===== src/rtl/wdt_map.svh =====
// Purpose: register offsets, field positions, reset values and timing counts
// Assumes: classic wishbone, 32-bit data, word-aligned registers
// Notes: definitions only
`ifndef WDT_MAP_SVH
`define WDT_MAP_SVH
`define WDT_ADR_PERIOD 4'h0
`define WDT_ADR_CTRL 4'h4
`define WDT_ADR_FLAGS 4'h8
`define WDT_ADR_IRQ_STAT 4'hc
`define WDT_ADR_IRQ_MASK 4'h0
`define WDT_ADR_CMD 4'h4
`define WDT_ADR_HI_IRQ_MASK 1'b1
`define WDT_PERIOD_RST 3'h7
`define WDT_CTRL_RST 8'h00
`define WDT_KEY_ENABLE 6'h00
`define WDT_KEY_DISABLE 6'h2d
`define WDT_CLK_SLOW 2'h0
`define WDT_CLK_DIV4 2'h1
`define WDT_CMD_CLEAR_BIT 0
`define WDT_CMD_HALT_BIT 1
`define WDT_FLAG_TO_BIT 0
`define WDT_FLAG_PD_BIT 1
`define WDT_IRQ_TIMEOUT_BIT 0
`define WDT_IRQ_KEY_BIT 1
`define WDT_KEY_RST_CYC 2'h2
`define WDT_SLOW_PERIOD_NS 83333
`endif


===== src/rtl/wdt_pkg.sv =====
// Purpose: shared types of the watchdog
// Assumes: nothing
// Notes: constants live in wdt_map.svh
package wdt_pkg;
   // state of the bad-key reset sequence
   typedef enum logic [2:0] {
      KEY_IDLE = 3'b001,
      KEY_WAIT = 3'b010,
      KEY_FIRE = 3'b100
   } key_state_type;
endpackage


===== src/rtl/wdt_core.sv =====
// Purpose: watchdog timer with key enable, clock choice and sleep wake-up
// Assumes: classic wishbone slave, 50 MHz clk_i, slow rc clock as a pin level
// Notes: overflow and bad-key resets are pulses to the reset controller
// Contract
// period code sets divide 2^8 to 2^15
// code 111, the reset value, divides 32768
// clock choice: 00 slow rc, 01 div4, else sys
// key 000000 enables, 101101 disables, resets zero
// other key resets device after 2-3 slow cycles; code fires at the second slow rc edge, 1-2 slow cycles after the key
// overflow awake resets device, sets timeout flag
// overflow asleep wakes, sets flag, clears pc/sp
// system-clock sources stop counting during sleep
// software prefers slow rc in noisy systems
// count cleared by bad key, pin, clear, halt
// software must clear before overflow
// disabled watchdog: instructions are no-ops; code gates only clear, halt still acts
// halt clears count, sets powerdown, clears timeout
// slow rc keeps counting during sleep
// sleep timeout leaves timeout and powerdown set
// 15-bit counter, overflow at selected bit
`timescale 1ns/1ps
`default_nettype none
`include "wdt_map.svh"
module wdt_core
   import wdt_pkg::*;
#(
   parameter int CNT_W = 15
) (
   // clock and reset
   input wire logic clk_i,
   input wire logic rst_i,
   // wishbone slave
   input wire logic cyc_i,
   input wire logic stb_i,
   input wire logic we_i,
   input wire logic [3:0] adr_i,
   input wire logic [3:0] sel_i,
   input wire logic [31:0] dat_i,
   output logic [31:0] dat_o,
   output logic ack_o,
   // pins: slow rc clock level, external reset (active low)
   input wire logic slow_rc_clock_i,
   input wire logic ext_rst_pin_n_i,
   // device status
   input wire logic sleep_i,
   // reset requests and wake
   output logic device_reset_o,
   output logic pc_sp_clear_o,
   output logic wake_o,
   // interrupt
   output logic irq_o
);
   import wdt_pkg::*;

   // the overflow decode below is written out for a 15-bit count only
   if (CNT_W != 15) begin : g_bad_width
      $error("wdt_core supports a 15-bit counter only");
   end

   // synchronised pins
   logic [1:0] pins_s;
   logic slow_s;
   logic pin_rst_n;
   wdt_sync2 #(.WIDTH(2)) wdt_sync2_inst (
      .clk_i(clk_i),
      .rst_i(rst_i),
      .async_i({slow_rc_clock_i, ext_rst_pin_n_i}),
      .rst_val_i(2'b01),
      .sync_o(pins_s)
   );
   assign slow_s = pins_s[1];
   assign pin_rst_n = pins_s[0];

   // registers
   logic [2:0] period_code; // period_select_reg
   logic [1:0] wd_clock_choice; // upper watchdog_ctrl_reg
   logic [5:0] enable_key; // lower watchdog_ctrl_reg
   logic timeout_flag;
   logic powerdown_flag;
   logic [1:0] irq_stat;
   logic [1:0] irq_mask;
   logic [CNT_W-1:0] count;
   logic slow_d; // previous synchronised slow level
   logic [1:0] div4;
   logic ack;
   logic [31:0] rdata;
   key_state_type key_state;
   logic [1:0] key_cnt;

   logic [2:0] next_period_code;
   logic [1:0] next_wd_clock_choice;
   logic [5:0] next_enable_key;
   logic next_timeout_flag;
   logic next_powerdown_flag;
   logic [1:0] next_irq_stat;
   logic [1:0] next_irq_mask;
   logic [CNT_W-1:0] next_count;
   logic [1:0] next_div4;
   logic next_ack;
   logic [31:0] next_rdata;
   key_state_type next_key_state;
   logic [1:0] next_key_cnt;

   // decoded bus strokes
   logic wr_stb, rd_stb;
   logic wr_period, wr_ctrl, wr_flags, wr_stat, wr_mask, wr_cmd;
   logic clear_watchdog_instr, halt_instr;
   logic enabled, bad_key, slow_tick, tick, overflow, overflow_bit;

   // writes land at the edge where the master sees ack high, never earlier
   assign wr_stb = cyc_i & stb_i & we_i & ack & sel_i[0];
   assign rd_stb = cyc_i & stb_i & ~we_i & ~ack;
   // address decoding, second bank selected by sel lane 1 at adr 0 and 4
   always_comb begin
      wr_period = 1'b0;
      wr_ctrl = 1'b0;
      wr_flags = 1'b0;
      wr_stat = 1'b0;
      if (wr_stb && adr_i == 4'h0) begin
         wr_period = 1'b1;
      end else if (wr_stb && adr_i == 4'h4) begin
         wr_ctrl = 1'b1;
      end else if (wr_stb && adr_i == 4'h8) begin
         wr_flags = 1'b1;
      end else if (wr_stb && adr_i == 4'hc) begin
         wr_stat = 1'b1;
      end
   end
   // mask and command live in an upper word pair reached through sel lane 1
   assign wr_mask = cyc_i & stb_i & we_i & ack & sel_i[1] & (adr_i == 4'h0);
   assign wr_cmd = cyc_i & stb_i & we_i & ack & sel_i[1] & (adr_i == 4'h4);

   // watchdog is live only under the enable key
   assign enabled = (enable_key == `WDT_KEY_ENABLE);
   // clear acts only while enabled, otherwise a no-op; halt acts regardless
   assign clear_watchdog_instr = wr_cmd & dat_i[8 + `WDT_CMD_CLEAR_BIT] & enabled;
   assign halt_instr = wr_cmd & dat_i[8 + `WDT_CMD_HALT_BIT];
   assign bad_key = (enable_key != `WDT_KEY_ENABLE) &&
                    (enable_key != `WDT_KEY_DISABLE);

   // clock source tick; system sources stop while asleep
   assign slow_tick = slow_s & ~slow_d;
   always_comb begin
      if (wd_clock_choice == `WDT_CLK_SLOW) begin
         tick = slow_tick;
      end else if (wd_clock_choice == `WDT_CLK_DIV4) begin
         tick = (div4 == 2'h3) & ~sleep_i;
      end else begin
         tick = ~sleep_i;
      end
   end

   // overflow bit picked by period code
   always_comb begin
      case (period_code)
         3'h0, 3'h1: overflow_bit = &count[7:0];
         3'h2: overflow_bit = &count[9:0];
         3'h3: overflow_bit = &count[10:0];
         3'h4: overflow_bit = &count[11:0];
         3'h5: overflow_bit = &count[12:0];
         3'h6: overflow_bit = &count[13:0];
         default: overflow_bit = &count[14:0];
      endcase
   end
   assign overflow = enabled & tick & overflow_bit;

   // counter, divider and key sequence next values
   always_comb begin
      next_count = count;
      next_div4 = div4 + 2'h1;
      next_key_state = key_state;
      next_key_cnt = key_cnt;
      if (!pin_rst_n || halt_instr || clear_watchdog_instr || bad_key || overflow) begin
         next_count = '0;
      end else if (enabled && tick) begin
         next_count = count + 15'h1;
      end
      // bad key: count slow rc edges, fire at the second
      case (key_state)
         KEY_IDLE: begin
            next_key_cnt = 2'h0;
            if (bad_key) next_key_state = KEY_WAIT;
         end
         KEY_WAIT: begin
            if (!bad_key) begin
               next_key_state = KEY_IDLE;
            end else if (slow_tick) begin
               next_key_cnt = key_cnt + 2'h1;
               if (key_cnt + 2'h1 == `WDT_KEY_RST_CYC) next_key_state = KEY_FIRE;
            end
         end
         KEY_FIRE: next_key_state = KEY_IDLE;
         default: next_key_state = KEY_IDLE;
      endcase
   end

   // register writes, flags and interrupts
   always_comb begin
      next_period_code = wr_period ? dat_i[2:0] : period_code;
      next_wd_clock_choice = wr_ctrl ? dat_i[7:6] : wd_clock_choice;
      next_enable_key = wr_ctrl ? dat_i[5:0] : enable_key;
      next_irq_mask = wr_mask ? dat_i[9:8] : irq_mask;
      next_timeout_flag = timeout_flag;
      next_powerdown_flag = powerdown_flag;
      if (wr_flags) begin
         next_timeout_flag = dat_i[`WDT_FLAG_TO_BIT];
         next_powerdown_flag = dat_i[`WDT_FLAG_PD_BIT];
      end
      if (clear_watchdog_instr) next_powerdown_flag = 1'b0;
      if (halt_instr) begin
         next_powerdown_flag = 1'b1;
         next_timeout_flag = 1'b0;
      end
      // overflow wins over any clear in the same cycle
      if (overflow) next_timeout_flag = 1'b1;
      next_irq_stat = irq_stat & ~(wr_stat ? dat_i[1:0] : 2'h0);
      if (overflow) next_irq_stat[`WDT_IRQ_TIMEOUT_BIT] = 1'b1;
      if (key_state == KEY_FIRE) next_irq_stat[`WDT_IRQ_KEY_BIT] = 1'b1;
      next_ack = cyc_i & stb_i & ~ack;
      next_rdata = rdata;
      if (rd_stb) begin
         if (adr_i == 4'h0) begin
            next_rdata = {16'h0, 6'h0, irq_mask, 5'h0, period_code};
         end else if (adr_i == 4'h4) begin
            next_rdata = {24'h0, wd_clock_choice, enable_key};
         end else if (adr_i == 4'h8) begin
            next_rdata = {15'h0, count, powerdown_flag, timeout_flag};
         end else if (adr_i == 4'hc) begin
            next_rdata = {30'h0, irq_stat};
         end else begin
            next_rdata = 32'h0;
         end
      end
   end

   // main register process; output pulse flops follow
   always_ff @(posedge clk_i) begin
      if (rst_i) begin
         period_code <= `WDT_PERIOD_RST;
         wd_clock_choice <= 2'(`WDT_CTRL_RST >> 6);
         enable_key <= 6'h00;
         timeout_flag <= 1'b0;
         powerdown_flag <= 1'b0;
         irq_stat <= 2'h0;
         irq_mask <= 2'h0;
         count <= '0;
         slow_d <= 1'b0;
         div4 <= 2'h0;
         ack <= 1'b0;
         rdata <= 32'h0;
         key_state <= KEY_IDLE;
         key_cnt <= 2'h0;
      end else begin
         period_code <= next_period_code;
         wd_clock_choice <= next_wd_clock_choice;
         enable_key <= next_enable_key;
         timeout_flag <= next_timeout_flag;
         powerdown_flag <= next_powerdown_flag;
         irq_stat <= next_irq_stat;
         irq_mask <= next_irq_mask;
         count <= next_count;
         slow_d <= slow_s;
         div4 <= next_div4;
         ack <= next_ack;
         rdata <= next_rdata;
         key_state <= next_key_state;
         key_cnt <= next_key_cnt;
      end
   end

   // outputs: reset pulse when awake, wake plus pc/sp clear when asleep
   logic dev_rst_q, pcsp_q, wake_q;
   always_ff @(posedge clk_i) begin
      if (rst_i) begin
         dev_rst_q <= 1'b0;
         pcsp_q <= 1'b0;
         wake_q <= 1'b0;
      end else begin
         dev_rst_q <= (overflow & ~sleep_i) | (key_state == KEY_FIRE);
         pcsp_q <= overflow & sleep_i;
         wake_q <= overflow & sleep_i;
      end
   end
   assign device_reset_o = dev_rst_q;
   assign pc_sp_clear_o = pcsp_q;
   assign wake_o = wake_q;
   assign ack_o = ack;
   assign dat_o = rdata;
   assign irq_o = |(irq_stat & irq_mask);

   // assertions
   a_halt_flags: assert property (@(posedge clk_i) disable iff (rst_i)
      halt_instr && !overflow |=> powerdown_flag && !timeout_flag)
      else $error("halt did not set powerdown and clear timeout");
   a_overflow_flag: assert property (@(posedge clk_i) disable iff (rst_i)
      overflow |=> timeout_flag)
      else $error("overflow did not set timeout flag");
   a_sleep_wake: assert property (@(posedge clk_i) disable iff (rst_i)
      overflow && sleep_i |=> wake_o && pc_sp_clear_o && !device_reset_o)
      else $error("sleep overflow did not wake");
   a_awake_reset: assert property (@(posedge clk_i) disable iff (rst_i)
      overflow && !sleep_i |=> device_reset_o)
      else $error("overflow did not reset device");
   a_disabled_hold: assert property (@(posedge clk_i) disable iff (rst_i)
      !enabled && !bad_key && pin_rst_n && !halt_instr |=> $stable(count))
      else $error("disabled counter moved");
   a_sleep_sys_stop: assert property (@(posedge clk_i) disable iff (rst_i)
      sleep_i && wd_clock_choice != `WDT_CLK_SLOW |-> !tick)
      else $error("system source ticked asleep");
   a_clear_count: assert property (@(posedge clk_i) disable iff (rst_i)
      clear_watchdog_instr |=> count == '0)
      else $error("clear did not zero counter");
   a_key_reset: assert property (@(posedge clk_i) disable iff (rst_i)
      key_state == KEY_FIRE |=> device_reset_o)
      else $error("bad key did not reset");
endmodule
`default_nettype wire


===== src/rtl/wdt_sync2.sv =====
// Purpose: two-flop synchroniser for pin-level inputs
// Assumes: single destination clock
// Notes: first stage is read only by the second
`timescale 1ns/1ps
`default_nettype none
module wdt_sync2 #(
   parameter int WIDTH = 1
) (
   // clock and reset
   input wire logic clk_i,
   input wire logic rst_i,
   // asynchronous level in, synchronised level out
   input wire logic [WIDTH-1:0] async_i,
   input wire logic [WIDTH-1:0] rst_val_i,
   output logic [WIDTH-1:0] sync_o
);
   logic [WIDTH-1:0] meta; // first stage, read only by the second stage
   logic [WIDTH-1:0] next_meta;
   logic [WIDTH-1:0] next_sync;

   // reset value is applied synchronously; rst_val_i is a tie-off constant
   always_comb begin
      next_meta = rst_i ? rst_val_i : async_i;
      next_sync = rst_i ? rst_val_i : meta;
   end

   // register both stages
   always_ff @(posedge clk_i) begin
      meta <= next_meta;
      sync_o <= next_sync;
   end
endmodule
`default_nettype wire


===== config.mk =====
export PLATFORM = sky130hd
export DESIGN_NAME = wdt_core
export DESIGN_NICKNAME = d
export VERILOG_FILES = /design/src/rtl/wdt_pkg.sv /design/src/rtl/wdt_core.sv /design/src/rtl/wdt_sync2.sv
export VERILOG_INCLUDE_DIRS = /design/src /design/src/rtl
export SDC_FILE = /design/constraint.sdc
export NUM_CORES = 1
export LEC_CHECK = 0
export ABC_AREA = 1
export BUFFER_PORTS_ARGS = -buffer_cell sky130_fd_sc_hd__clkbuf_2
export CORE_ASPECT_RATIO = 1.25
export CORE_UTILIZATION = 52
export DETAILED_ROUTE_END_ITERATION = 6
export PLACE_DENSITY = 0.8
export SYNTH_ARGS = -nofsm -noshare
export SYNTH_HDL_FRONTEND = slang
export SYNTH_SLANG_ARGS = --single-unit

===== constraint.sdc =====
create_clock -name clk_i -period 2.15 [get_ports clk_i]
set_clock_uncertainty 0.2 [all_clocks]
set_input_delay 0.215 -clock clk_i [delete_from_list [all_inputs] [get_ports clk_i]]
set_output_delay 0.215 -clock clk_i [all_outputs]
set_load 0.01 [all_outputs]

---- Word level (Yosys, flattened, before mapping) ----
Cells that the tools add are included.
cells by class
  add/sub/neg operators ................... 3
  multipliers ............................. 0
  divide/modulo/power cells ............... 0
  order comparisons ....................... 0
  eq/ne operators ......................... 21
  shifts and indexed selects .............. 0
  muxes and demuxes ....................... 34
  bitwise operators ....................... 27
  reduce and logical (&&, ||, !) cells .... 31
operator list
  kind                                                 count
  2-to-1 mux 17 bit                                    3
  2-to-1 mux 1 bit                                     20
  bitwise AND 1 bit                                    19
  adder 15 x 1 -> 15 bit, second input constant        1
  AND reduction 15 bit                                 1
  AND reduction 14 bit                                 1
  AND reduction 13 bit                                 1
  equality test 3 bit, second input constant           4
  2-to-1 mux 3 bit                                     4
  AND reduction 12 bit                                 1
  AND reduction 11 bit                                 1
  AND reduction 10 bit                                 1
  equality test 3 x 2 -> 1 bit, second input constant  3
  equality test 4 bit, second input constant           2
  2-to-1 mux 2 bit                                     4
  AND reduction 8 bit                                  1
  equality test 3 x 1 -> 1 bit, second input constant  2
  logical AND 1 bit                                    6
  zero test 6 bit                                      1
  != test 2 bit, second input constant                 3
  != test 3 bit, second input constant                 2
  != test 6 bit, second input constant                 1
  case mux 1 bit (6 select lines)                      1
  case mux 3 bit (2 select lines)                      1
  other kinds (19)                                     32
word-level totals
  register bits after elaboration ......... 79
  latch bits .............................. 0
  memory bits (writable) .................. 0
  ROM bits ................................ 0
  bits of input ports ..................... 48
  output and inout bits ................... 37
  logic and storage cells ................. 134
  memories ................................ 0

---- Logic depth before layout (Yosys ltp) ----
  word-level depth ........................ 13
  mapped depth ............................ 13
  gate-level depth less buffers ........... 12

---- Hierarchy ----
A second synthesis with hierarchy kept.
unflattened totals
  cells, all modules ...................... 419
  area, all modules ....................... 3039.2 µm²
by module, submodules not included
  module     instances  cells an instance  area each (µm²)  seq. area each (µm²)
  wdt_core   1          404                2917.8           1201.2
  wdt_sync2  1          15                 121.4            80.1

---- Least setup slack after synthesis ----
No wires, ideal clock.
  path type ............................... reg-to-reg
  start ................................... register count[0]
  end ..................................... register count[10]
  library setup time ...................... 0.115 ns
  arrival time ............................ 1.356 ns
  data required time ...................... 1.835 ns
  slack ................................... 0.479 ns
  cell stages (with the launch flop) ...... 12
  path buffers ............................ 1
  period minus slack after synthesis ...... 1.671 ns
  path through ............................ dfxtp_1 -> ha_1 -> inv_1 -> nor3_4 -> nand2_2 -> nor2_4 -> nand2_4 -> clkinv_2 -> nor2_4 -> inv_2 -> buf_12 -> nor2_2
between the ends
  longest elaborated chain between the ends .. 5
  elaborated cells on any way between the ends .. 12
  classes of those cells .................. add/sub: 1; mux: 1; bitwise: 1; reduce/logical: 9
RTL lines
  element                                             line             source
  start, declared                                     wdt_core.sv:82   logic [CNT_W-1:0] count;
  start signal, assigned                              wdt_core.sv:261  count <= next_count;
  AND reduction 15 bit, or another cell as far along  wdt_core.sv:162  default: overflow_bit = &count[14:0];
  case mux 1 bit (6 select lines)                     wdt_core.sv:155  case (period_code)
  bitwise AND 1 bit                                   wdt_core.sv:165  assign overflow = enabled & tick & overflow_bit;
  logical OR 1 bit                                    wdt_core.sv:173  if (!pin_rst_n || halt_instr || clear_watchdog_instr || bad_key || overflow) begin
  OR reduction 2 bit (no line)                        --
Several ways; a longest one is shown, not always the timed one.
A chain may end at the register's enable or synchronous reset.

---- Worst setup path in the final report ----
  start ................................... input port sleep_i
  end ..................................... register count[0]
between the ends
  longest elaborated chain between the ends .. 8
  elaborated cells on any way between the ends .. 9
  classes of those cells .................. mux: 2; bitwise: 4; reduce/logical: 3
RTL lines
  element                         line                              source
  start, declared                 wdt_core.sv:45                    input wire logic sleep_i,
  inverter 1 bit (*)              wdt_core.sv:147, wdt_core.sv:149
  bitwise AND 1 bit               wdt_core.sv:147                   tick = (div4 == 2'h3) & ~sleep_i;
  2-to-1 mux 1 bit (*)            wdt_core.sv:146                   end else if (wd_clock_choice == `WDT_CLK_DIV4) begin
  2-to-1 mux 1 bit (*)            wdt_core.sv:144                   if (wd_clock_choice == `WDT_CLK_SLOW) begin
  bitwise AND 1 bit (2 in a row)  wdt_core.sv:165
  logical OR 1 bit                wdt_core.sv:173
  OR reduction 2 bit (no line)    --
Every way passes the cells marked *; elsewhere a longest branch is shown, timed or not.

==> run_summary.xml <==
<?xml version="1.0" encoding="UTF-8"?>
<metrics>
  <group name="run_status">
    <metric name="run_status" unit="">finished, violations left</metric>
    <metric name="violations" unit="">design-rule violations</metric>
  </group>
  <group name="power_and_ir_drop">
    <metric name="total_power" unit="mW">2.46</metric>
    <metric name="leakage_power_total" unit="nW">1.60</metric>
    <metric name="power.share.sequential" unit="%">49.3</metric>
    <metric name="maximum_vdd_ir_drop" unit="uV">322</metric>
    <metric name="power.switching" unit="mW">0.571</metric>
    <metric name="netSwitchingFraction" unit="%">23.2</metric>
    <metric name="fraction_of_power_consumed_by_the_clock_network" unit="%">43.5</metric>
    <metric name="combinationalPowerShare" unit="%">7.2</metric>
    <metric name="power.density" unit="nW/um^2">677</metric>
    <metric name="intPower" unit="mW">1.89</metric>
  </group>
  <group name="critical_path">
    <metric name="worstPathMaxFanout" unit="">12</metric>
    <metric name="cpMaxStageDelayCell" unit="">sky130_fd_sc_hd__dlygate4sd3_1</metric>
    <metric name="setup.worst_path.end_class" unit="">register</metric>
    <metric name="cp_slowest_stage_delay" unit="ns">0.55</metric>
    <metric name="worst_r2r_startpoint" unit="">count[0]</metric>
    <metric name="crit_path_start_kind" unit="">input port</metric>
    <metric name="setup.reg_to_reg.worst_slack" unit="ns">0.19</metric>
    <metric name="crit_arrival" unit="ns">1.99</metric>
    <metric name="crit_chain" unit="">dlygate4sd3_1, clkbuf_2, inv_1, nand2_1, nand2_1, nand2_2, nor2_4, nand2_4, clkinv_2, nor2_4, inv_2, a21oi_1</metric>
    <metric name="rr_worst_depth" unit="">10</metric>
    <metric name="crit-reg2reg-capture" unit="">count[0]</metric>
    <metric name="cp.buffers_inverters" unit="">5</metric>
    <metric name="type_of_the_setup_path_with_the_least_slack" unit="">input port to register</metric>
    <metric name="cp_data_required_time" unit="ns">2.17</metric>
    <metric name="crit_family" unit="">buffers and inverters</metric>
  </group>
  <group name="timing">
    <metric name="unrepaired_setup_endpoints_after_global_routing" unit="">no</metric>
    <metric name="timing.final.crit_share" unit="%">91.9</metric>
    <metric name="max_slew_margin" unit="%">66.9</metric>
    <metric name="finalWorstPathRequiredPeriod" unit="ns">1.98</metric>
    <metric name="tns" unit="ns">0</metric>
    <metric name="hold_violations" unit="">0</metric>
    <metric name="clock.fmax" unit="MHz">506</metric>
    <metric name="timing.final.setup_violations" unit="">0</metric>
    <metric name="tightestPinTransition" unit="ns">0.493</metric>
    <metric name="final_max_slew_viol_count" unit="">0</metric>
  </group>
  <group name="routing">
    <metric name="drc_errors" unit="">14</metric>
    <metric name="vias_per_cell" unit="">5.22</metric>
    <metric name="first_iter_violations" unit="">197</metric>
    <metric name="finalWirelength" unit="mm">6.82</metric>
    <metric name="via_count" unit="">2829</metric>
    <metric name="dr_pass1_iterations" unit="">7</metric>
    <metric name="wirelength_per_cell" unit="um">12.6</metric>
    <metric name="postRouteAntennaNets" unit="">0</metric>
  </group>
  <group name="floorplan">
    <metric name="ioPinCount" unit="">85</metric>
    <metric name="start_util" unit="%">54.8</metric>
    <metric name="design.die.area" unit="sq um">6170</metric>
    <metric name="fp.dieH" unit="um">87.6</metric>
    <metric name="dieWidth" unit="um">70.5</metric>
    <metric name="placementRows" unit="">30</metric>
    <metric name="coreArea" unit="sq um">5560</metric>
  </group>
  <group name="synth">
    <metric name="synth.yosys.seq_area_share" unit="%">42.1</metric>
    <metric name="synthTopCellsByArea" unit="">sky130_fd_sc_hd__dfxtp_1 42%, sky130_fd_sc_hd__nand2_1 10%, sky130_fd_sc_hd__inv_1 5.5%, sky130_fd_sc_hd__nor2_1 4.9%, sky130_fd_sc_hd__a21oi_1 4.6%</metric>
    <metric name="yosys.area.top_type_share" unit="%">42.1</metric>
    <metric name="synth_enable_flop_cells" unit="">0</metric>
    <metric name="synth_largest_area_cell" unit="">sky130_fd_sc_hd__dfxtp_1</metric>
    <metric name="synth.ff_latch_count" unit="">64</metric>
    <metric name="ys_dominant_reg_cell" unit="">sky130_fd_sc_hd__dfxtp_1</metric>
    <metric name="post_synth_inst_count" unit="">407</metric>
    <metric name="ys_types" unit="">35</metric>
    <metric name="syn_area_per_cell" unit="sq um">7.49</metric>
    <metric name="syn_area" unit="sq um">3050</metric>
    <metric name="yosys_warn_count" unit="">0</metric>
    <metric name="async_flop_share" unit="%">0</metric>
  </group>
  <group name="min_path">
    <metric name="hold_path_endpoint" unit="">irq_mask[1]</metric>
    <metric name="worst_hold_startpoint" unit="">sel_i[1]</metric>
    <metric name="timing.hold.worst_path_depth" unit="">4</metric>
    <metric name="worstHoldPathType" unit="">input port to register</metric>
  </group>
  <group name="flow_run">
    <metric name="timing.max_cap.violations" unit="">0</metric>
  </group>
  <group name="clock_network">
    <metric name="postCtsSetupRepairBufs" unit="">0</metric>
    <metric name="clock_sink_count" unit="">64</metric>
    <metric name="root_buffer" unit="">sky130_fd_sc_hd__clkbuf_8</metric>
    <metric name="worst_setup_hold_path_clk_slew" unit="ns">0.07</metric>
    <metric name="tritoncts" unit="">done</metric>
    <metric name="cts_max_path_buffers" unit="">2</metric>
    <metric name="h-tree-depth" unit="">3</metric>
    <metric name="cts-buffers-inserted" unit="">9</metric>
    <metric name="cts-resized-gates" unit="">0</metric>
    <metric name="worst_skew_pair.late_latency" unit="ns">0.34</metric>
    <metric name="number_of_buffers_inserted_by_hold_repair_at_cts" unit="">15</metric>
  </group>
  <group name="grt">
    <metric name="grt_pass1_vias" unit="">2551</metric>
    <metric name="grt_pass1_wl" unit="mm">11.2</metric>
    <metric name="maximum_number_of_pins_on_one_net_before_global_route_repair" unit="">33</metric>
    <metric name="grt_overflow_total" unit="">0</metric>
    <metric name="initial_antenna_violation_count" unit="">0</metric>
    <metric name="grt_usage" unit="%">23.7</metric>
  </group>
  <group name="layout">
    <metric name="areaGrowthSynthToFinish" unit="%">19.2</metric>
    <metric name="nets" unit="">525</metric>
    <metric name="mostFrequentLayoutCell" unit="">sky130_fd_sc_hd__nand2_1</metric>
    <metric name="layout.core_utilization" unit="%">65.4</metric>
    <metric name="post_route_cells_drive_above_1_share" unit="%">21.8</metric>
    <metric name="final_cell_mix" unit="">85 x sky130_fd_sc_hd__nand2_1, 64 x sky130_fd_sc_hd__dfxtp_1, 45 x sky130_fd_sc_hd__inv_1, 45 x sky130_fd_sc_hd__clkbuf_2, 40 x sky130_fd_sc_hd__nor2_1</metric>
    <metric name="antennaDiodeCount" unit="">0</metric>
  </group>
  <group name="placed_design">
    <metric name="finalWeightedCongestion" unit="">0.865</metric>
    <metric name="numPortBuffers" unit="">45</metric>
    <metric name="dp.final_hpwl" unit="mm">4.88</metric>
  </group>
</metrics>
-- power groups by stage --
stage | logic, mW | clock network, mW | registers, mW
after floorplan | 0.122 | 0 | 1.24
after global placement | 0.148 | 0 | 1.24
after detailed placement | 0.152 | 0 | 1.24
after CTS | 0.174 | 1.09 | 1.21
after global routing | 0.195 | 1.13 | 1.21
final | 0.177 | 1.07 | 1.21
-- logic make-up after synthesis --
kind of cell               share of synthesized area (%)
other                                              0.123
adders and majority gates                           1.23
and+or+nand+nor                                     28.5
AOI/OAI and AO/OA                                   15.7
xor gates and xnor gates                           0.863
buffers and inverters                               11.5
DFF                                                 42.1
-- sequential cells by signal, summed over array words and instances (netlist names) --
register	count
wake_o	1
key_cnt	2
wdt_sync2_inst.sync_o	2
wdt_sync2_inst.meta	2
dat_o	17
count	15
enable_key	6
ack_o	1
period_code	3
key_state	3
timeout_flag	1
irq_stat	2
div4	2
wd_clock_choice	2
slow_d	1
device_reset_o	1
powerdown_flag	1
irq_mask	2
-- worst max path at each step --
| stage | endpoint | slack [ns] | from | cells after the start |
|---|---|---|---|---|
| 2_1_floorplan | count[10] | 0.48 | count[0] | 11 |
| 3_3_place_gp | count[0] | 0.24 | count[0] | 10 |
| 3_5_place_dp | count[1] | 0.20 | count[0] | 10 |
| 4_1_cts | count[1] | 0.19 | count[0] | 10 |
| 5_1_grt | count[0] | 0.03 | count[0] | 10 |
| 6_report | count[0] | 0.17 | sleep_i | 12 |
-- layer usage --
layer	vias up	GRT usage (%)	routed length (um)
li1	1429	-	-
met3	17	4.26	333
met2	85	40.3	3340
met5	-	0	0
met4	0	16.3	221
met1	1298	27.3	2920
-- stage by stage --
| step | hold slack [ns] | setup WS [ns] | instance area [sq um] | cells |
|---|---|---|---|---|
| after floorplan | 0.119 | 0.479 | 3100 | 421 |
| after global placement | 0.191 | 0.238 | 3280 | 512 |
| after detailed placement | 0.203 | 0.205 | 3280 | 512 |
| after CTS | 0.0762 | 0.193 | 3630 | 542 |
| after global routing | 0.0854 | 0.0326 | 3630 | 542 |
| final | 0.0824 | 0.175 | 3630 | 542 |
-- worst register-to-register path, cell delays in order, from the launching register on --
cell	delay, ns
sky130_fd_sc_hd__dfxtp_1	0.40
sky130_fd_sc_hd__ha_1	0.17
sky130_fd_sc_hd__inv_1	0.07
sky130_fd_sc_hd__nor3_4	0.17
sky130_fd_sc_hd__nand2_2	0.09
sky130_fd_sc_hd__nor2_4	0.19
sky130_fd_sc_hd__nand2_4	0.09
sky130_fd_sc_hd__clkinv_2	0.07
sky130_fd_sc_hd__nor2_4	0.05
sky130_fd_sc_hd__inv_2	0.26
sky130_fd_sc_hd__a21oi_1	0.08
-- cell type report --
class / instances / area (sq um)
multi-input cells: 284 / 1470
fillers: 463 / 1920
inverters: 51 / 193
flip-flops and latches: 64 / 1280
clock buffers: 12 / 165
clock inverters: 3 / 40.0
repair buffers: 64 / 405
well taps: 64 / 80.1
-- synthesized netlist by cell type (all sizes together), types with 3 or more instances --
library cell and number:
a21oi 34, a22oi 9, buf 17, clkbuf 5
dfxtp 64, ha 3, inv 50, nand2 89
nand3 23, nor2 57, nor3 10, o211ai 7
o21ai 19, o22ai 3, or2 3, xor2 3
(Power assumes the default switching activity.)
